--- config.mk ---
export PLATFORM = sky130hd
export DESIGN_NAME = status_lamp_indicator
export DESIGN_NICKNAME = d
export VERILOG_FILES = /design/src/hw/lamp_pkg.sv /design/src/hw/blink_if.sv /design/src/hw/blink_divider.sv /design/src/hw/status_lamp_indicator.sv
export VERILOG_INCLUDE_DIRS = /design/src /design/src/hw
export SDC_FILE = /design/constraint.sdc
export NUM_CORES = 1
export LEC_CHECK = 0
export BUFFER_PORTS_ARGS = -buffer_cell sky130_fd_sc_hd__buf_2
export CAP_MARGIN = 20
export CORE_MARGIN = 5
export CORE_UTILIZATION = 55
export CTS_CLUSTER_DIAMETER = 50
export CTS_CLUSTER_SIZE = 8
export DETAILED_ROUTE_END_ITERATION = 10
export MAX_ROUTING_LAYER = met4
export PLACE_DENSITY = 0.74
export RECOVER_POWER = 100
export SLEW_MARGIN = 20
export SYNTH_ARGS = -nofsm -noshare
export SYNTH_HDL_FRONTEND = slang
export SYNTH_SLANG_ARGS = --single-unit
--- constraint.sdc ---
create_clock -name clk_i -period 2.75 [get_ports clk_i]
set_clock_uncertainty 0.2 [all_clocks]
set_input_delay 0.55 -clock clk_i [delete_from_list [all_inputs] [get_ports clk_i]]
set_output_delay 0.55 -clock clk_i [all_outputs]
set_load 0.05 [all_outputs]
--- src/hw/lamp_cfg.svh ---
`ifndef LAMP_CFG_SVH
`define LAMP_CFG_SVH

// System clock rate in hertz.
`define LAMP_CLK_HZ 40000000
// Start-up hold time in seconds.
`define LAMP_STARTUP_S 10
// Blink rates in hertz; fast red blink rate is chosen.
`define LAMP_FAST_HZ 4
`define LAMP_RUN_HZ 2
`define LAMP_RESTORE_HZ 1
// Half-period counts: a lamp toggles at twice its blink rate.
`define LAMP_FAST_HALF (`LAMP_CLK_HZ / (2 * `LAMP_FAST_HZ))
`define LAMP_RUN_HALF (`LAMP_CLK_HZ / (2 * `LAMP_RUN_HZ))
`define LAMP_RESTORE_HALF (`LAMP_CLK_HZ / (2 * `LAMP_RESTORE_HZ))
`define LAMP_STARTUP_CYC (`LAMP_CLK_HZ * `LAMP_STARTUP_S)
// Register map.
`define LAMP_REG_CTRL 4'h0
`define LAMP_REG_STATUS 4'h4
`define LAMP_REG_LAMPS 4'h8
// Control field positions.
`define LAMP_CTRL_NET_UP 0
`define LAMP_CTRL_NET_FAULT 1
`define LAMP_CTRL_HEAD_FAULT 2
`define LAMP_CTRL_KEY 3
`define LAMP_CTRL_RESET 4'h0

`endif

--- src/hw/lamp_pkg.sv ---
package lamp_pkg;

  typedef enum logic [2:0] {
    ST_STARTUP = 3'b000,
    ST_RESTORE = 3'b001,
    ST_NET_FAULT = 3'b010,
    ST_HEAD_FAULT = 3'b011,
    ST_READY = 3'b100
  } lamp_state_e;

endpackage : lamp_pkg

--- src/hw/blink_if.sv ---
`timescale 1ns/1ps
interface blink_if;
  logic phase;
  modport src (output phase);
  modport dst (input phase);
endinterface : blink_if

--- src/hw/blink_divider.sv ---
`timescale 1ns/1ps
module blink_divider #(
  parameter int unsigned HALF = 2
) (
  input wire logic clk_i,
  input wire logic resetn_i,
  blink_if.src out
);
  logic [31:0] count;

  // Toggles the phase every HALF cycles.
  always_ff @(posedge clk_i or negedge resetn_i)
  begin
    if (!resetn_i)
    begin
      count <= 32'h0;
      out.phase <= 1'b0;
    end
    else if (count == 32'(HALF - 1))
    begin
      count <= 32'h0;
      out.phase <= ~out.phase;
    end
    else
    begin
      count <= count + 32'h1;
    end
  end
endmodule : blink_divider

--- src/hw/status_lamp_indicator.sv ---
// Functional notes
// Compact tri-colour lamp is always lit in some colour while powered; code lets it go dark in the off phase of the network-fault red blink.
// Compact lamp holds steady red from power-up until start-up completes.
// Start-up ends about ten seconds after power is applied.
// Network fault after start-up blinks the compact lamp red quickly.
// Network connected: steady yellow with key present, otherwise steady green.
// Address restore alternates compact lamp red and green from power-up.
// Modular adapter mirrors reader state on green, yellow and red lamps.
// Modular adapter shows network state on run lamp and fault lamp.
// During start-up the run lamp blinks at 2 Hz.
// Network error lights run lamp and fault lamp steadily.
// Reader error without key: run on, green and red blink, yellow off.
// Reader error with key: run on, green and yellow blink, red off.
// Ready: run on, fault off, green on; key adds yellow, remote shows yellow.
// Address restore blinks run lamp and fault lamp at 1 Hz.
// Restore is entered only when the switch is on at power-up.
// Blink rates come from clock dividers; paired lamps blink in phase.
// Priority: start-up, restore, network fault, reader fault, ready and key; code ranks restore above start-up.
//
// Design decisions made here: the address map and the strobed register port.
`timescale 1ns/1ps
`include "lamp_cfg.svh"
module status_lamp_indicator #(
  parameter int unsigned STARTUP_CYC = `LAMP_STARTUP_CYC,
  parameter int unsigned FAST_HALF = `LAMP_FAST_HALF,
  parameter int unsigned RUN_HALF = `LAMP_RUN_HALF,
  parameter int unsigned RESTORE_HALF = `LAMP_RESTORE_HALF
) (
  input wire logic clk_i,
  input wire logic resetn_i,
  input wire logic default_addr_restore_switch_i,
  input wire logic restore_done_i,
  input wire logic [3:0] addr_i,
  input wire logic [31:0] wdata_i,
  input wire logic wr_i,
  input wire logic rd_i,
  output logic [31:0] rdata_o,
  output logic tri_red_o,
  output logic tri_green_o,
  output logic remote_red_o,
  output logic remote_green_o,
  output logic run_lamp_o,
  output logic eth_fault_lamp_o,
  output logic head_green_lamp_o,
  output logic head_yellow_lamp_o,
  output logic head_fault_lamp_o
);
  blink_if fast_bl ();
  blink_if run_bl ();
  blink_if rst_bl ();

  // One shared divider per rate keeps paired lamps in phase.
  blink_divider #(.HALF(FAST_HALF)) u_fast (.clk_i(clk_i), .resetn_i(resetn_i), .out(fast_bl.src));
  blink_divider #(.HALF(RUN_HALF)) u_run (.clk_i(clk_i), .resetn_i(resetn_i), .out(run_bl.src));
  blink_divider #(.HALF(RESTORE_HALF)) u_rst (.clk_i(clk_i), .resetn_i(resetn_i), .out(rst_bl.src));

  logic [3:0] ctrl;
  logic [31:0] startup_count;
  logic startup_done;
  logic sampled;
  logic restore_active;
  lamp_pkg::lamp_state_e state;
  lamp_pkg::lamp_state_e next_state;

  always_ff @(posedge clk_i or negedge resetn_i)
  begin
    if (!resetn_i)
    begin
      ctrl <= `LAMP_CTRL_RESET;
    end
    else if (wr_i && addr_i == `LAMP_REG_CTRL)
    begin
      ctrl <= wdata_i[3:0];
    end
  end

  // Start-up timer runs from reset release for the fixed hold time.
  always_ff @(posedge clk_i or negedge resetn_i)
  begin
    if (!resetn_i)
    begin
      startup_count <= 32'h0;
      startup_done <= 1'b0;
    end
    else if (!startup_done)
    begin
      if (startup_count == 32'(STARTUP_CYC - 1))
      begin
        startup_done <= 1'b1;
      end
      else
      begin
        startup_count <= startup_count + 32'h1;
      end
    end
  end

  // Marks that the first edge after reset release has passed.
  always_ff @(posedge clk_i or negedge resetn_i)
  begin
    if (!resetn_i)
    begin
      sampled <= 1'b0;
    end
    else
    begin
      sampled <= 1'b1;
    end
  end

  // The restore switch is caught once after reset release and holds until start-up is done and the address is adopted.
  always_ff @(posedge clk_i or negedge resetn_i)
  begin
    if (!resetn_i)
    begin
      restore_active <= 1'b0;
    end
    else if (!sampled)
    begin
      restore_active <= default_addr_restore_switch_i;
    end
    else if (restore_done_i && startup_done)
    begin
      restore_active <= 1'b0;
    end
  end

  // Restore shows from power-up, so it outranks start-up here; start-up
  // still outranks every other condition.
  always_comb
  begin
    if (restore_active)
    begin
      next_state = lamp_pkg::ST_RESTORE;
    end
    else if (!startup_done)
    begin
      next_state = lamp_pkg::ST_STARTUP;
    end
    else if (ctrl[`LAMP_CTRL_NET_FAULT] || !ctrl[`LAMP_CTRL_NET_UP])
    begin
      next_state = lamp_pkg::ST_NET_FAULT;
    end
    else if (ctrl[`LAMP_CTRL_HEAD_FAULT])
    begin
      next_state = lamp_pkg::ST_HEAD_FAULT;
    end
    else
    begin
      next_state = lamp_pkg::ST_READY;
    end
  end

  always_ff @(posedge clk_i or negedge resetn_i)
  begin
    if (!resetn_i)
    begin
      state <= lamp_pkg::ST_STARTUP;
    end
    else
    begin
      state <= next_state;
    end
  end

  logic key;
  assign key = ctrl[`LAMP_CTRL_KEY];

  // Compact tri-colour lamp: red plus green makes yellow.
  always_ff @(posedge clk_i or negedge resetn_i)
  begin
    if (!resetn_i)
    begin
      tri_red_o <= 1'b1;
      tri_green_o <= 1'b0;
    end
    else
    begin
      case (state)
        lamp_pkg::ST_STARTUP:
        begin
          tri_red_o <= 1'b1;
          tri_green_o <= 1'b0;
        end
        lamp_pkg::ST_RESTORE:
        begin
          tri_red_o <= rst_bl.phase;
          tri_green_o <= ~rst_bl.phase;
        end
        lamp_pkg::ST_NET_FAULT:
        begin
          tri_red_o <= fast_bl.phase;
          tri_green_o <= 1'b0;
        end
        // A reader fault blinks one half against a steady other, so the lamp never goes dark.
        lamp_pkg::ST_HEAD_FAULT:
        begin
          tri_red_o <= ~key | fast_bl.phase;
          tri_green_o <= key | fast_bl.phase;
        end
        default:
        begin
          tri_red_o <= key;
          tri_green_o <= 1'b1;
        end
      endcase
    end
  end

  // Remote single lamp: with a key the ready state shows yellow only.
  always_ff @(posedge clk_i or negedge resetn_i)
  begin
    if (!resetn_i)
    begin
      remote_red_o <= 1'b1;
      remote_green_o <= 1'b0;
    end
    else
    begin
      case (state)
        lamp_pkg::ST_STARTUP:
        begin
          remote_red_o <= 1'b1;
          remote_green_o <= 1'b0;
        end
        lamp_pkg::ST_RESTORE:
        begin
          remote_red_o <= rst_bl.phase;
          remote_green_o <= ~rst_bl.phase;
        end
        lamp_pkg::ST_NET_FAULT:
        begin
          remote_red_o <= fast_bl.phase;
          remote_green_o <= 1'b0;
        end
        lamp_pkg::ST_HEAD_FAULT:
        begin
          remote_red_o <= ~key | fast_bl.phase;
          remote_green_o <= key | fast_bl.phase;
        end
        default:
        begin
          remote_red_o <= key;
          remote_green_o <= 1'b1;
        end
      endcase
    end
  end

  // Modular network run lamp and fault lamp.
  always_ff @(posedge clk_i or negedge resetn_i)
  begin
    if (!resetn_i)
    begin
      run_lamp_o <= 1'b0;
      eth_fault_lamp_o <= 1'b0;
    end
    else
    begin
      case (state)
        lamp_pkg::ST_STARTUP:
        begin
          run_lamp_o <= run_bl.phase;
          eth_fault_lamp_o <= 1'b0;
        end
        lamp_pkg::ST_RESTORE:
        begin
          run_lamp_o <= rst_bl.phase;
          eth_fault_lamp_o <= rst_bl.phase;
        end
        lamp_pkg::ST_NET_FAULT:
        begin
          run_lamp_o <= 1'b1;
          eth_fault_lamp_o <= 1'b1;
        end
        lamp_pkg::ST_HEAD_FAULT:
        begin
          run_lamp_o <= 1'b1;
          eth_fault_lamp_o <= 1'b0;
        end
        default:
        begin
          run_lamp_o <= 1'b1;
          eth_fault_lamp_o <= 1'b0;
        end
      endcase
    end
  end

  // Modular reader-head lamps mirror the reader state.
  always_ff @(posedge clk_i or negedge resetn_i)
  begin
    if (!resetn_i)
    begin
      head_green_lamp_o <= 1'b0;
      head_yellow_lamp_o <= 1'b0;
      head_fault_lamp_o <= 1'b0;
    end
    else
    begin
      case (state)
        lamp_pkg::ST_STARTUP:
        begin
          head_green_lamp_o <= 1'b0;
          head_yellow_lamp_o <= 1'b0;
          head_fault_lamp_o <= 1'b1;
        end
        lamp_pkg::ST_RESTORE:
        begin
          head_green_lamp_o <= 1'b0;
          head_yellow_lamp_o <= 1'b0;
          head_fault_lamp_o <= 1'b0;
        end
        lamp_pkg::ST_NET_FAULT:
        begin
          head_green_lamp_o <= 1'b0;
          head_yellow_lamp_o <= 1'b0;
          head_fault_lamp_o <= 1'b0;
        end
        lamp_pkg::ST_HEAD_FAULT:
        begin
          head_green_lamp_o <= fast_bl.phase;
          head_yellow_lamp_o <= key & fast_bl.phase;
          head_fault_lamp_o <= ~key & fast_bl.phase;
        end
        default:
        begin
          head_green_lamp_o <= 1'b1;
          head_yellow_lamp_o <= key;
          head_fault_lamp_o <= 1'b0;
        end
      endcase
    end
  end

  // Register reads answer one cycle after the strobe; unmapped reads give zero.
  always_ff @(posedge clk_i or negedge resetn_i)
  begin
    if (!resetn_i)
    begin
      rdata_o <= 32'h0;
    end
    else if (rd_i)
    begin
      if (addr_i == `LAMP_REG_CTRL)
      begin
        rdata_o <= {28'h0, ctrl};
      end
      else if (addr_i == `LAMP_REG_STATUS)
      begin
        rdata_o <= {26'h0, restore_active, startup_done, 1'b0, state};
      end
      else if (addr_i == `LAMP_REG_LAMPS)
      begin
        rdata_o <= {25'h0, tri_red_o, tri_green_o, run_lamp_o, eth_fault_lamp_o,
                    head_green_lamp_o, head_yellow_lamp_o, head_fault_lamp_o};
      end
      else
      begin
        rdata_o <= 32'h0;
      end
    end
    else
    begin
      rdata_o <= 32'h0;
    end
  end
endmodule : status_lamp_indicator

==> impl_metrics.env, run 1 <==
export IMPL_drc=0
export IMPL_wl_per_cell_um=15.7
export IMPL_tightest_slew_ps=1040
export IMPL_cp_data_arrival_time_ps=2560
export IMPL_grt_max_degree=67
export IMPL_insertion_delay_ps=410
export IMPL_final_common_cell="dfrtp_1"
export IMPL_syn_instance_count=706
export IMPL_layout_common_cells="dfrtp_1, nand2_1, nor2_1"
export IMPL_core_area_um2=13200
export IMPL_start_util=0.560
export IMPL_vias_per_cell=5.57
export IMPL_drive_gt1_frac=0.0795
export IMPL_clkSinkCount=155
export IMPL_yosysTopAreaCellShare=0.522
export IMPL_yosysWarnings=0
export IMPL_ys_seq_area_frac=0.525
export IMPL_clockBufferDepth=2
export IMPL_dp_hpwl_um=10000
export IMPL_grt_overflow=0
export IMPL_synthArstFlopShare=1.00
export IMPL_yosys_area_share_simple=0.248
export IMPL_finalPower_w=0.00510
export IMPL_insertedDiodeCount=0
export IMPL_grt_pass1_wl_um=25600
export IMPL_post_route_period_util=0.883
export IMPL_yosysTopAreaCell="dfrtp_1"
export IMPL_max_cap_violations=0
export IMPL_antenna_found_initial=0
export IMPL_postRouteAntennaNets=0
export IMPL_power_density_nw_per_um2=617
export IMPL_synth_compound_area_frac=0.0308
export IMPL_dieArea_um2=15800
export IMPL_layout_nets=800
export IMPL_cp_start_kind="flop"
export IMPL_die_x_um=126
export IMPL_post_synth_cell_area_avg_um2=10.5
export IMPL_synthAdderAreaFrac=0.00678
export IMPL_rows=42
export IMPL_numCtsBuffers=17
export IMPL_wl_um=14800
export IMPL_path_clk_slew_ps=60
export IMPL_synth_cell_types=53
export IMPL_cts_root_buf="clkbuf_16"
export IMPL_grt_setup_unrepaired="no"
export IMPL_synth_area_leaders="dfrtp_1, xor2_1, xnor2_1, nand3_1, nand2_1"
export IMPL_synthToLayoutAreaGrowth_pct=11.9
export IMPL_postLayoutCoreUtil=0.627
export IMPL_die_h_um=126
export IMPL_netlist_area_um2=7390
export IMPL_ir_drop_uv=446
export IMPL_routabilityCongestion=0.849
export IMPL_io_buffers=29
export IMPL_hold_slack_ps=173
export IMPL_layout_min_cycle_time_ps=2430
export IMPL_synth_ff_type="dfrtp_1"
export IMPL_synth_seq_cells=155
export IMPL_setup_viol=0
export IMPL_synth_top_family_by_area="simple AND/OR/NAND/NOR gates"
export IMPL_nFillCells=1071
export IMPL_crit_path_end_kind="flop"
export IMPL_cpPeakStageDelay_ps=560
export IMPL_worst_setup_path_type="flop to flop"
export IMPL_fmax_mhz=412
export IMPL_path_max_fanout=9
export IMPL_grt_pass1_vias=5331
export IMPL_grt_usage=0.201
export IMPL_cts_tree="built"
export IMPL_ios=83
export IMPL_cts_resized_gates=0
export IMPL_dr_total_vias=5248
export IMPL_setup_tns_final_ps=0
export IMPL_synth_xor_area_share=0.136
export IMPL_hold_viol_final=0
export IMPL_drv_slew=0
export IMPL_worstPathCellList="nand4_1 > or3_1 > or4b_4 > nor3_2 > xor2_1"
export IMPL_critPathSlowestCell="or4b_4"
export IMPL_cp_required_ps=2880
export IMPL_synthMuxAreaShare=0.00898
export IMPL_max_slew_margin=0.305
export IMPL_cts_max_level=4
export IMPL_leakage_nw=3.79
export IMPL_dr_pass1_iters=5
export IMPL_min_path_type="input pin to flop"
export IMPL_status="complete, no violations"
export IMPL_synth_edf_count=0
export IMPL_first_iter_violations=527
[Yosys cell counts, drive strengths merged, types with 9 or more instances]
library cell	number
nor2	59
nor3	28
o21ai	13
xor2	58
and4	9
clkbuf	12
nand4	25
nand2	64
nor4b	13
inv	16
and3	15
nand3	49
buf	28
dfrtp	154
xnor2	57
nor4	26
[area by class of cell]
type / count / area [um^2] / area share
clock buffer: 24 / 482 / 0.0583
clock inverter: 8 / 168 / 0.0203
inverter: 16 / 60.1 / 0.00727
multi-input combinational: 519 / 3240 / 0.393
sequential: 155 / 3880 / 0.469
tap: 176 / 220 / 0.0266
timing repair buffer: 45 / 211 / 0.0256
[routing by layer]
metal,GRT usage,share of wire,vias to the layer above
met5,-,0,-
met4,0.0593,0.016,0
met3,0.0478,0.051,21
met2,0.317,0.49,137
met1,0.263,0.44,2597
li1,-,-,2493
[what timing repair did]
| action | CTS | global route |
|---|---|---|
| hold endpoints to repair | 40 | 0 |
| hold buffers | 1 | 0 |
| setup buffers | 0 | 0 |
[final timing paths]
kind | to | cells after the start | from | slack [ps]
max reg2reg | startup_count[29] | 5 | startup_count[3] | 320
max | startup_count[29] | 5 | startup_count[3] | 320
min reg2reg | restore_active | 1 | sampled | 270
min | restore_active | 3 | default_addr_restore_switch_i | 170
min in group asynchronous | u_rst.count[25] | 2 | resetn_i | 660
max in group asynchronous | u_fast.count[1] | 3 | resetn_i | 550
[kinds of logic after synthesis]
kind of cell / after synthesis
and+or+nand+nor: 332
DFF: 155
xor gates and xnor gates: 115
buffers and inverters: 56
AOI/OAI and AO/OA: 36
muxes: 6
adders and majority gates: 4
other: 2
[state kept, by name (all words and copies together), names as in the netlist, 3 cells and up]
| register | flops |
|---|---|
| startup_count | 32 |
| u_fast.count | 32 |
| u_rst.count | 32 |
| u_run.count | 32 |
| rdata_o | 7 |
| ctrl | 4 |
| state | 3 |
[stage by stage]
stage          std cells  instance area, um^2  worst slack, ps
2_1_floorplan        730                 7480              510
3_3_place_gp         910                 7730              502
3_5_place_dp         910                 7730              403
4_1_cts              943                 8390              354
5_1_grt              943                 8270             94.0
6_report             943                 8270              322
[worst max-delay path: cells and delay by family, from the launching register on]
kind / cells / cell delay, ps
AND/OR/NAND/NOR: 4 / 1580
flip-flops: 1 / 410
XOR/XNOR: 1 / 160
[power by group]
part           switching [W]  total, W  internal (W)  leakage, nW
combinational       0.000173  0.000209     0.0000361         1.39
clock               0.000875   0.00256       0.00168        0.314
sequential         0.0000288   0.00233       0.00231         2.09
total                0.00108   0.00510       0.00402         3.79
No activity file was read; power rests on OpenSTA's default activity.
==> run 2: changes to the inputs <==
--- a/config.mk
+++ b/config.mk
@@ -14,7 +14,7 @@
 export CTS_CLUSTER_SIZE = 8
 export DETAILED_ROUTE_END_ITERATION = 10
 export MAX_ROUTING_LAYER = met4
-export PLACE_DENSITY = 0.74
+export PLACE_DENSITY = 0.76
 export RECOVER_POWER = 100
 export SLEW_MARGIN = 20
 export SYNTH_ARGS = -nofsm -noshare
==> run 2 against run 1 <==
Against the previous run: routed wire length hardly changed; fmax decreased by 3.0%; global-route usage about the same; clock-buffer cell count decreased by 4; setup slack worse by 76 ps; critical path type unchanged; highest routed layer unchanged; core utilization about the same; worst hold slack improved by 3.8 ps; critical path depth increased by 2.
==> impl_metrics.env, run 2 (same netlist as run 1, synthesis figures left out) <==
export IMPL_combPwrFrac=0.042
export IMPL_hold_slack_ps=177
export IMPL_path_max_fanout=12
export IMPL_p_sw_frac=0.218
export IMPL_grt_overflow=0
export IMPL_final_common_cell="dfrtp_1"
export IMPL_switchingPower_w=0.00111
export IMPL_critPathSlowestCell="or3_2"
export IMPL_grt_usage=0.202
export IMPL_clkSinkCount=155
export IMPL_crit_path_end_kind="flop"
export IMPL_r2r_worst_path_cells=7
export IMPL_insertedDiodeCount=0
export IMPL_first_iter_violations=386
export IMPL_setup_viol=0
export IMPL_cts_setup_buffers=0
export IMPL_insertion_delay_ps=420
export IMPL_holdPathStages=3
export IMPL_die_x_um=126
export IMPL_final_area_um2=8260
export IMPL_worstPathCellList="ha_1 > nand2_1 > or3_2 > nor4_1 > buf_4 > nor4_1 > xor2_1"
export IMPL_vias_per_cell=5.60
export IMPL_leakage_nw=3.76
export IMPL_drv_slew=0
export IMPL_numCtsBuffers=17
export IMPL_hp_start="default_addr_restore_switch_i"
export IMPL_post_route_period_util=0.911
export IMPL_max_slew_margin=0.307
export IMPL_wl_um=14800
export IMPL_fmax_mhz=399
export IMPL_synthToLayoutAreaGrowth_pct=11.8
export IMPL_routabilityCongestion=0.916
export IMPL_core_area_um2=13200
export IMPL_setup_tns_final_ps=0
export IMPL_clockPowerShare=0.499
export IMPL_setup_ws_ps=246
export IMPL_layout_min_cycle_time_ps=2500
export IMPL_cp_required_ps=2820
export IMPL_timing_rr_start="startup_count[0]"
export IMPL_drc=0
export IMPL_power_density_nw_per_um2=615
export IMPL_grt_pass1_vias=5370
export IMPL_tightest_slew_ps=1040
export IMPL_status="complete, no violations"
export IMPL_dr_pass1_iters=6
export IMPL_min_to="restore_active"
export IMPL_reg2reg_to="startup_count[27]"
export IMPL_cp_data_arrival_time_ps=2580
export IMPL_cp_start_kind="flop"
export IMPL_r2r_slack_ps=250
export IMPL_ir_drop_uv=410
export IMPL_clockBufferDepth=2
export IMPL_start_util=0.560
export IMPL_cp_top_family="simple AND/OR/NAND/NOR gates"
export IMPL_die_h_um=126
export IMPL_place_area_um2=7730
export IMPL_wl_per_cell_um=15.7
export IMPL_p_seq_frac=0.459
export IMPL_crit_top_cell="nor4_1"
export IMPL_dp_hpwl_um=10000
export IMPL_p_int_w=0.00397
export IMPL_grt_setup_unrepaired="no"
export IMPL_ios=83
export IMPL_cts_tree="built"
export IMPL_rows=42
export IMPL_cts_root_buf="clkbuf_16"
export IMPL_grt_max_degree=67
export IMPL_io_buffers=29
export IMPL_dp_cells=911
export IMPL_layout_nets=801
export IMPL_cpPeakStageDelay_ps=530
export IMPL_layout_common_cells="dfrtp_1, nand2_1, nor2_1"
export IMPL_antenna_found_initial=0
export IMPL_path_clk_slew_ps=60
export IMPL_final_cells=944
export IMPL_max_cap_violations=0
export IMPL_grt_pass1_wl_um=25500
export IMPL_min_path_type="input pin to flop"
export IMPL_worst_setup_path_type="flop to flop"
export IMPL_crit_buf_inv=1
export IMPL_postRouteAntennaNets=0
export IMPL_cts_max_level=4
export IMPL_dieArea_um2=15800
export IMPL_hold_viol_final=0
export IMPL_post_place_ws_ps=456
export IMPL_dr_total_vias=5285
export IMPL_drive_gt1_frac=0.0755
[run 2: power by group through the flow]
stage / Clock (W) / Sequential [W] / Combinational [W]
after floorplan: 0 / 0.00238 / 0.000149
after global routing: 0.00268 / 0.00233 / 0.000233
final: 0.00254 / 0.00233 / 0.000213
after CTS: 0.00257 / 0.00233 / 0.000221
after detailed placement: 0 / 0.00237 / 0.000219
after global placement: 0 / 0.00237 / 0.000216
[run 2: worst max-delay path by stage]
stage                       from                end  slack (ps)  cells past startpoint
2_1_floorplan   startup_count[0]   startup_count[1]         510                      7
3_3_place_gp      u_run.count[7]    u_run.out.phase         520                      6
3_5_place_dp    startup_count[3]  startup_count[29]         460                      5
4_1_cts        startup_count[15]  startup_count[23]         360                      5
5_1_grt           u_run.count[7]    u_run.out.phase          90                      6
6_report        startup_count[0]  startup_count[27]         250                      7
[run 2: layer usage]
metal	global-route usage	part of all wire	up-vias
met5	-	0	-
met4	0.0606	0.018	0
met3	0.0559	0.047	25
met2	0.315	0.48	133
met1	0.259	0.46	2616
li1	-	-	2511
[run 2: worst min-delay path: stages]
cell and delay [ps]:
buf_2 100, inv_1 40, o21ai_0 60
[run 2: metrics by stage]
stage / total power [W] / util
after floorplan: 0.00253 / -
after global placement: 0.00259 / 0.586
after detailed placement: 0.00259 / 0.586
after CTS: 0.00512 / 0.636
after global routing: 0.00524 / 0.626
final: 0.00508 / 0.626
[run 2: cell type report]
class	instances	area [um^2]
Clock buffer	20	447
Clock inverter	12	195
Fill cell	1061	4930
Inverter	16	60.1
Multi-Input combinational cell	519	3240
Sequential cell	155	3880
Tap cell	176	220
Timing Repair Buffer	46	220
[run 2: timing repair]
item	4_1_cts	5_1_grt
hold endpoints to repair	61	0
hold buffers	1	0
resized for setup	0	0
endpoints found under the setup margin	0	0
==> run 3: changes to the inputs <==
--- a/config.mk
+++ b/config.mk
@@ -8,6 +8,7 @@
 export LEC_CHECK = 0
 export BUFFER_PORTS_ARGS = -buffer_cell sky130_fd_sc_hd__buf_2
 export CAP_MARGIN = 20
+export CORE_ASPECT_RATIO = 0.9
 export CORE_MARGIN = 5
 export CORE_UTILIZATION = 55
 export CTS_CLUSTER_DIAMETER = 50
==> run 3 against run 2 <==
Against the previous run: the flow now finishes with violations (max-capacitance violations, max-slew violations); via count shrank 1.8%; routed wire length shrank 0.53%; clock-buffer cell count grew 1; largest cell class unchanged; largest power group unchanged; highest routed layer unchanged.
==> impl_metrics.env, run 3 (same netlist as run 1, synthesis figures left out) <==
export IMPL_layout_common_cells="dfrtp_1, nand2_1, nor2_1"
export IMPL_grt_overflow=0
export IMPL_postRouteAntennaNets=0
export IMPL_core_area_um2=13300
export IMPL_clockBufferDepth=2
export IMPL_crit_path_end_kind="flop"
export IMPL_cpPeakStageDelay_ps=800
export IMPL_antenna_found_initial=0
export IMPL_final_area_um2=8240
export IMPL_critPathSlowestCell="nor4_1"
export IMPL_hold_slack_ps=159
export IMPL_cts_resized_gates=0
export IMPL_leakage_nw=3.77
export IMPL_post_route_period_util=0.889
export IMPL_first_iter_violations=302
export IMPL_cp_required_ps=2890
export IMPL_grt_pass1_vias=5255
export IMPL_hold_viol_final=0
export IMPL_cp_start_kind="flop"
export IMPL_max_cap_violations=1
export IMPL_numCtsBuffers=17
export IMPL_path_max_fanout=8
export IMPL_routabilityCongestion=0.853
export IMPL_insertedDiodeCount=0
export IMPL_dp_cells=905
export IMPL_power_density_nw_per_um2=605
export IMPL_drc=0
export IMPL_max_slew_margin=-0.0104
export IMPL_cp_top_family="simple AND/OR/NAND/NOR gates"
export IMPL_fmax_mhz=409
export IMPL_die_x_um=132
export IMPL_layout_min_cycle_time_ps=2450
export IMPL_drv_slew=60
export IMPL_dr_pass1_iters=5
export IMPL_io_buffers=29
export IMPL_layout_nets=803
export IMPL_die_h_um=120
export IMPL_start_util=0.557
export IMPL_rows=40
export IMPL_drive_gt1_frac=0.0792
export IMPL_cts_root_buf="clkbuf_16"
export IMPL_cts_tree="built"
export IMPL_status="finished, violations left"
export IMPL_synthToLayoutAreaGrowth_pct=11.5
export IMPL_path_clk_slew_ps=60
export IMPL_vias_per_cell=5.53
export IMPL_place_area_um2=7750
export IMPL_clkSinkCount=155
export IMPL_final_cells=938
export IMPL_crit_top_cell="nor4_1"
export IMPL_ir_drop_uv=548
export IMPL_violations="max-capacitance violations, max-slew violations"
export IMPL_grt_pass1_wl_um=24900
export IMPL_crit_buf_inv=1
export IMPL_worstPathCellList="nor4_1 > nand3_1 > nor4_1 > buf_4 > xor2_1"
export IMPL_worst_setup_path_type="flop to flop"
export IMPL_tightest_slew_ps=1520
export IMPL_ios=83
export IMPL_dr_total_vias=5189
export IMPL_setup_viol=0
export IMPL_grt_usage=0.200
export IMPL_grt_max_degree=61
export IMPL_wl_um=14700
export IMPL_dieArea_um2=15900
export IMPL_cp_data_arrival_time_ps=2580
export IMPL_setup_tns_final_ps=0
export IMPL_insertion_delay_ps=430
export IMPL_wl_per_cell_um=15.7
export IMPL_dp_hpwl_um=10400
export IMPL_final_common_cell="dfrtp_1"
export IMPL_grt_setup_unrepaired="no"
export IMPL_finalPower_w=0.00498
export IMPL_min_path_type="input pin to flop"
export IMPL_cts_max_level=4
run 3: cell count changes in the layout (fill, tap and decap cells not counted), sizes merged:
cell	previous run	this run
buf	14	16
bufinv	5	4
clkbuf	51	52
run 3: path summary, 6_finish.rpt:
path	start	end	slack (ps)	cells after the start
worst max-delay path	u_fast.count[6]	u_fast.out.phase	300	5
worst min-delay path	wdata_i[2]	ctrl[2]	160	2
worst max register to register	u_fast.count[6]	u_fast.out.phase	300	5
worst min register to register	u_run.count[31]	u_run.count[31]	270	1
max in group asynchronous	resetn_i	head_fault_lamp_o	420	3
min in group asynchronous	resetn_i	u_fast.count[12]	850	2
run 3: what timing repair did:
action / in CTS / in global routing
setup buffers: 0 / 0
endpoints found under the hold margin: 56 / 0
hold buffers: 1 / 0
run 3: cell type report:
cell class / count / area, um^2
fillers: 1036 / 5020
flip-flops and latches: 155 / 3880
multi-input cells: 519 / 3230
clock buffers: 21 / 450
repair buffers: 48 / 240
well taps: 168 / 210
clock inverters: 11 / 169
inverters: 16 / 60.1
run 3: metrics by stage:
step                 util  worst slack [ps]
floorplan               -               510
global placement    0.584               528
detailed placement  0.584               487
CTS                 0.632               420
global route        0.621              81.2
finish              0.621               305
run 3: layer usage:
| metal | wire length, um | share of wire | track usage |
|---|---|---|---|
| met5 | 0 | 0 | - |
| met4 | 251 | 0.017 | 0.0752 |
| met3 | 472 | 0.032 | 0.0524 |
| met2 | 7510 | 0.51 | 0.322 |
| met1 | 6490 | 0.44 | 0.243 |
run 3: where the power goes:
| group | internal [W] | total [W] | switching [W] |
|---|---|---|---|
| Combinational | 0.0000398 | 0.000215 | 0.000175 |
| Sequential | 0.00230 | 0.00233 | 0.0000286 |
| Clock | 0.00154 | 0.00243 | 0.000893 |
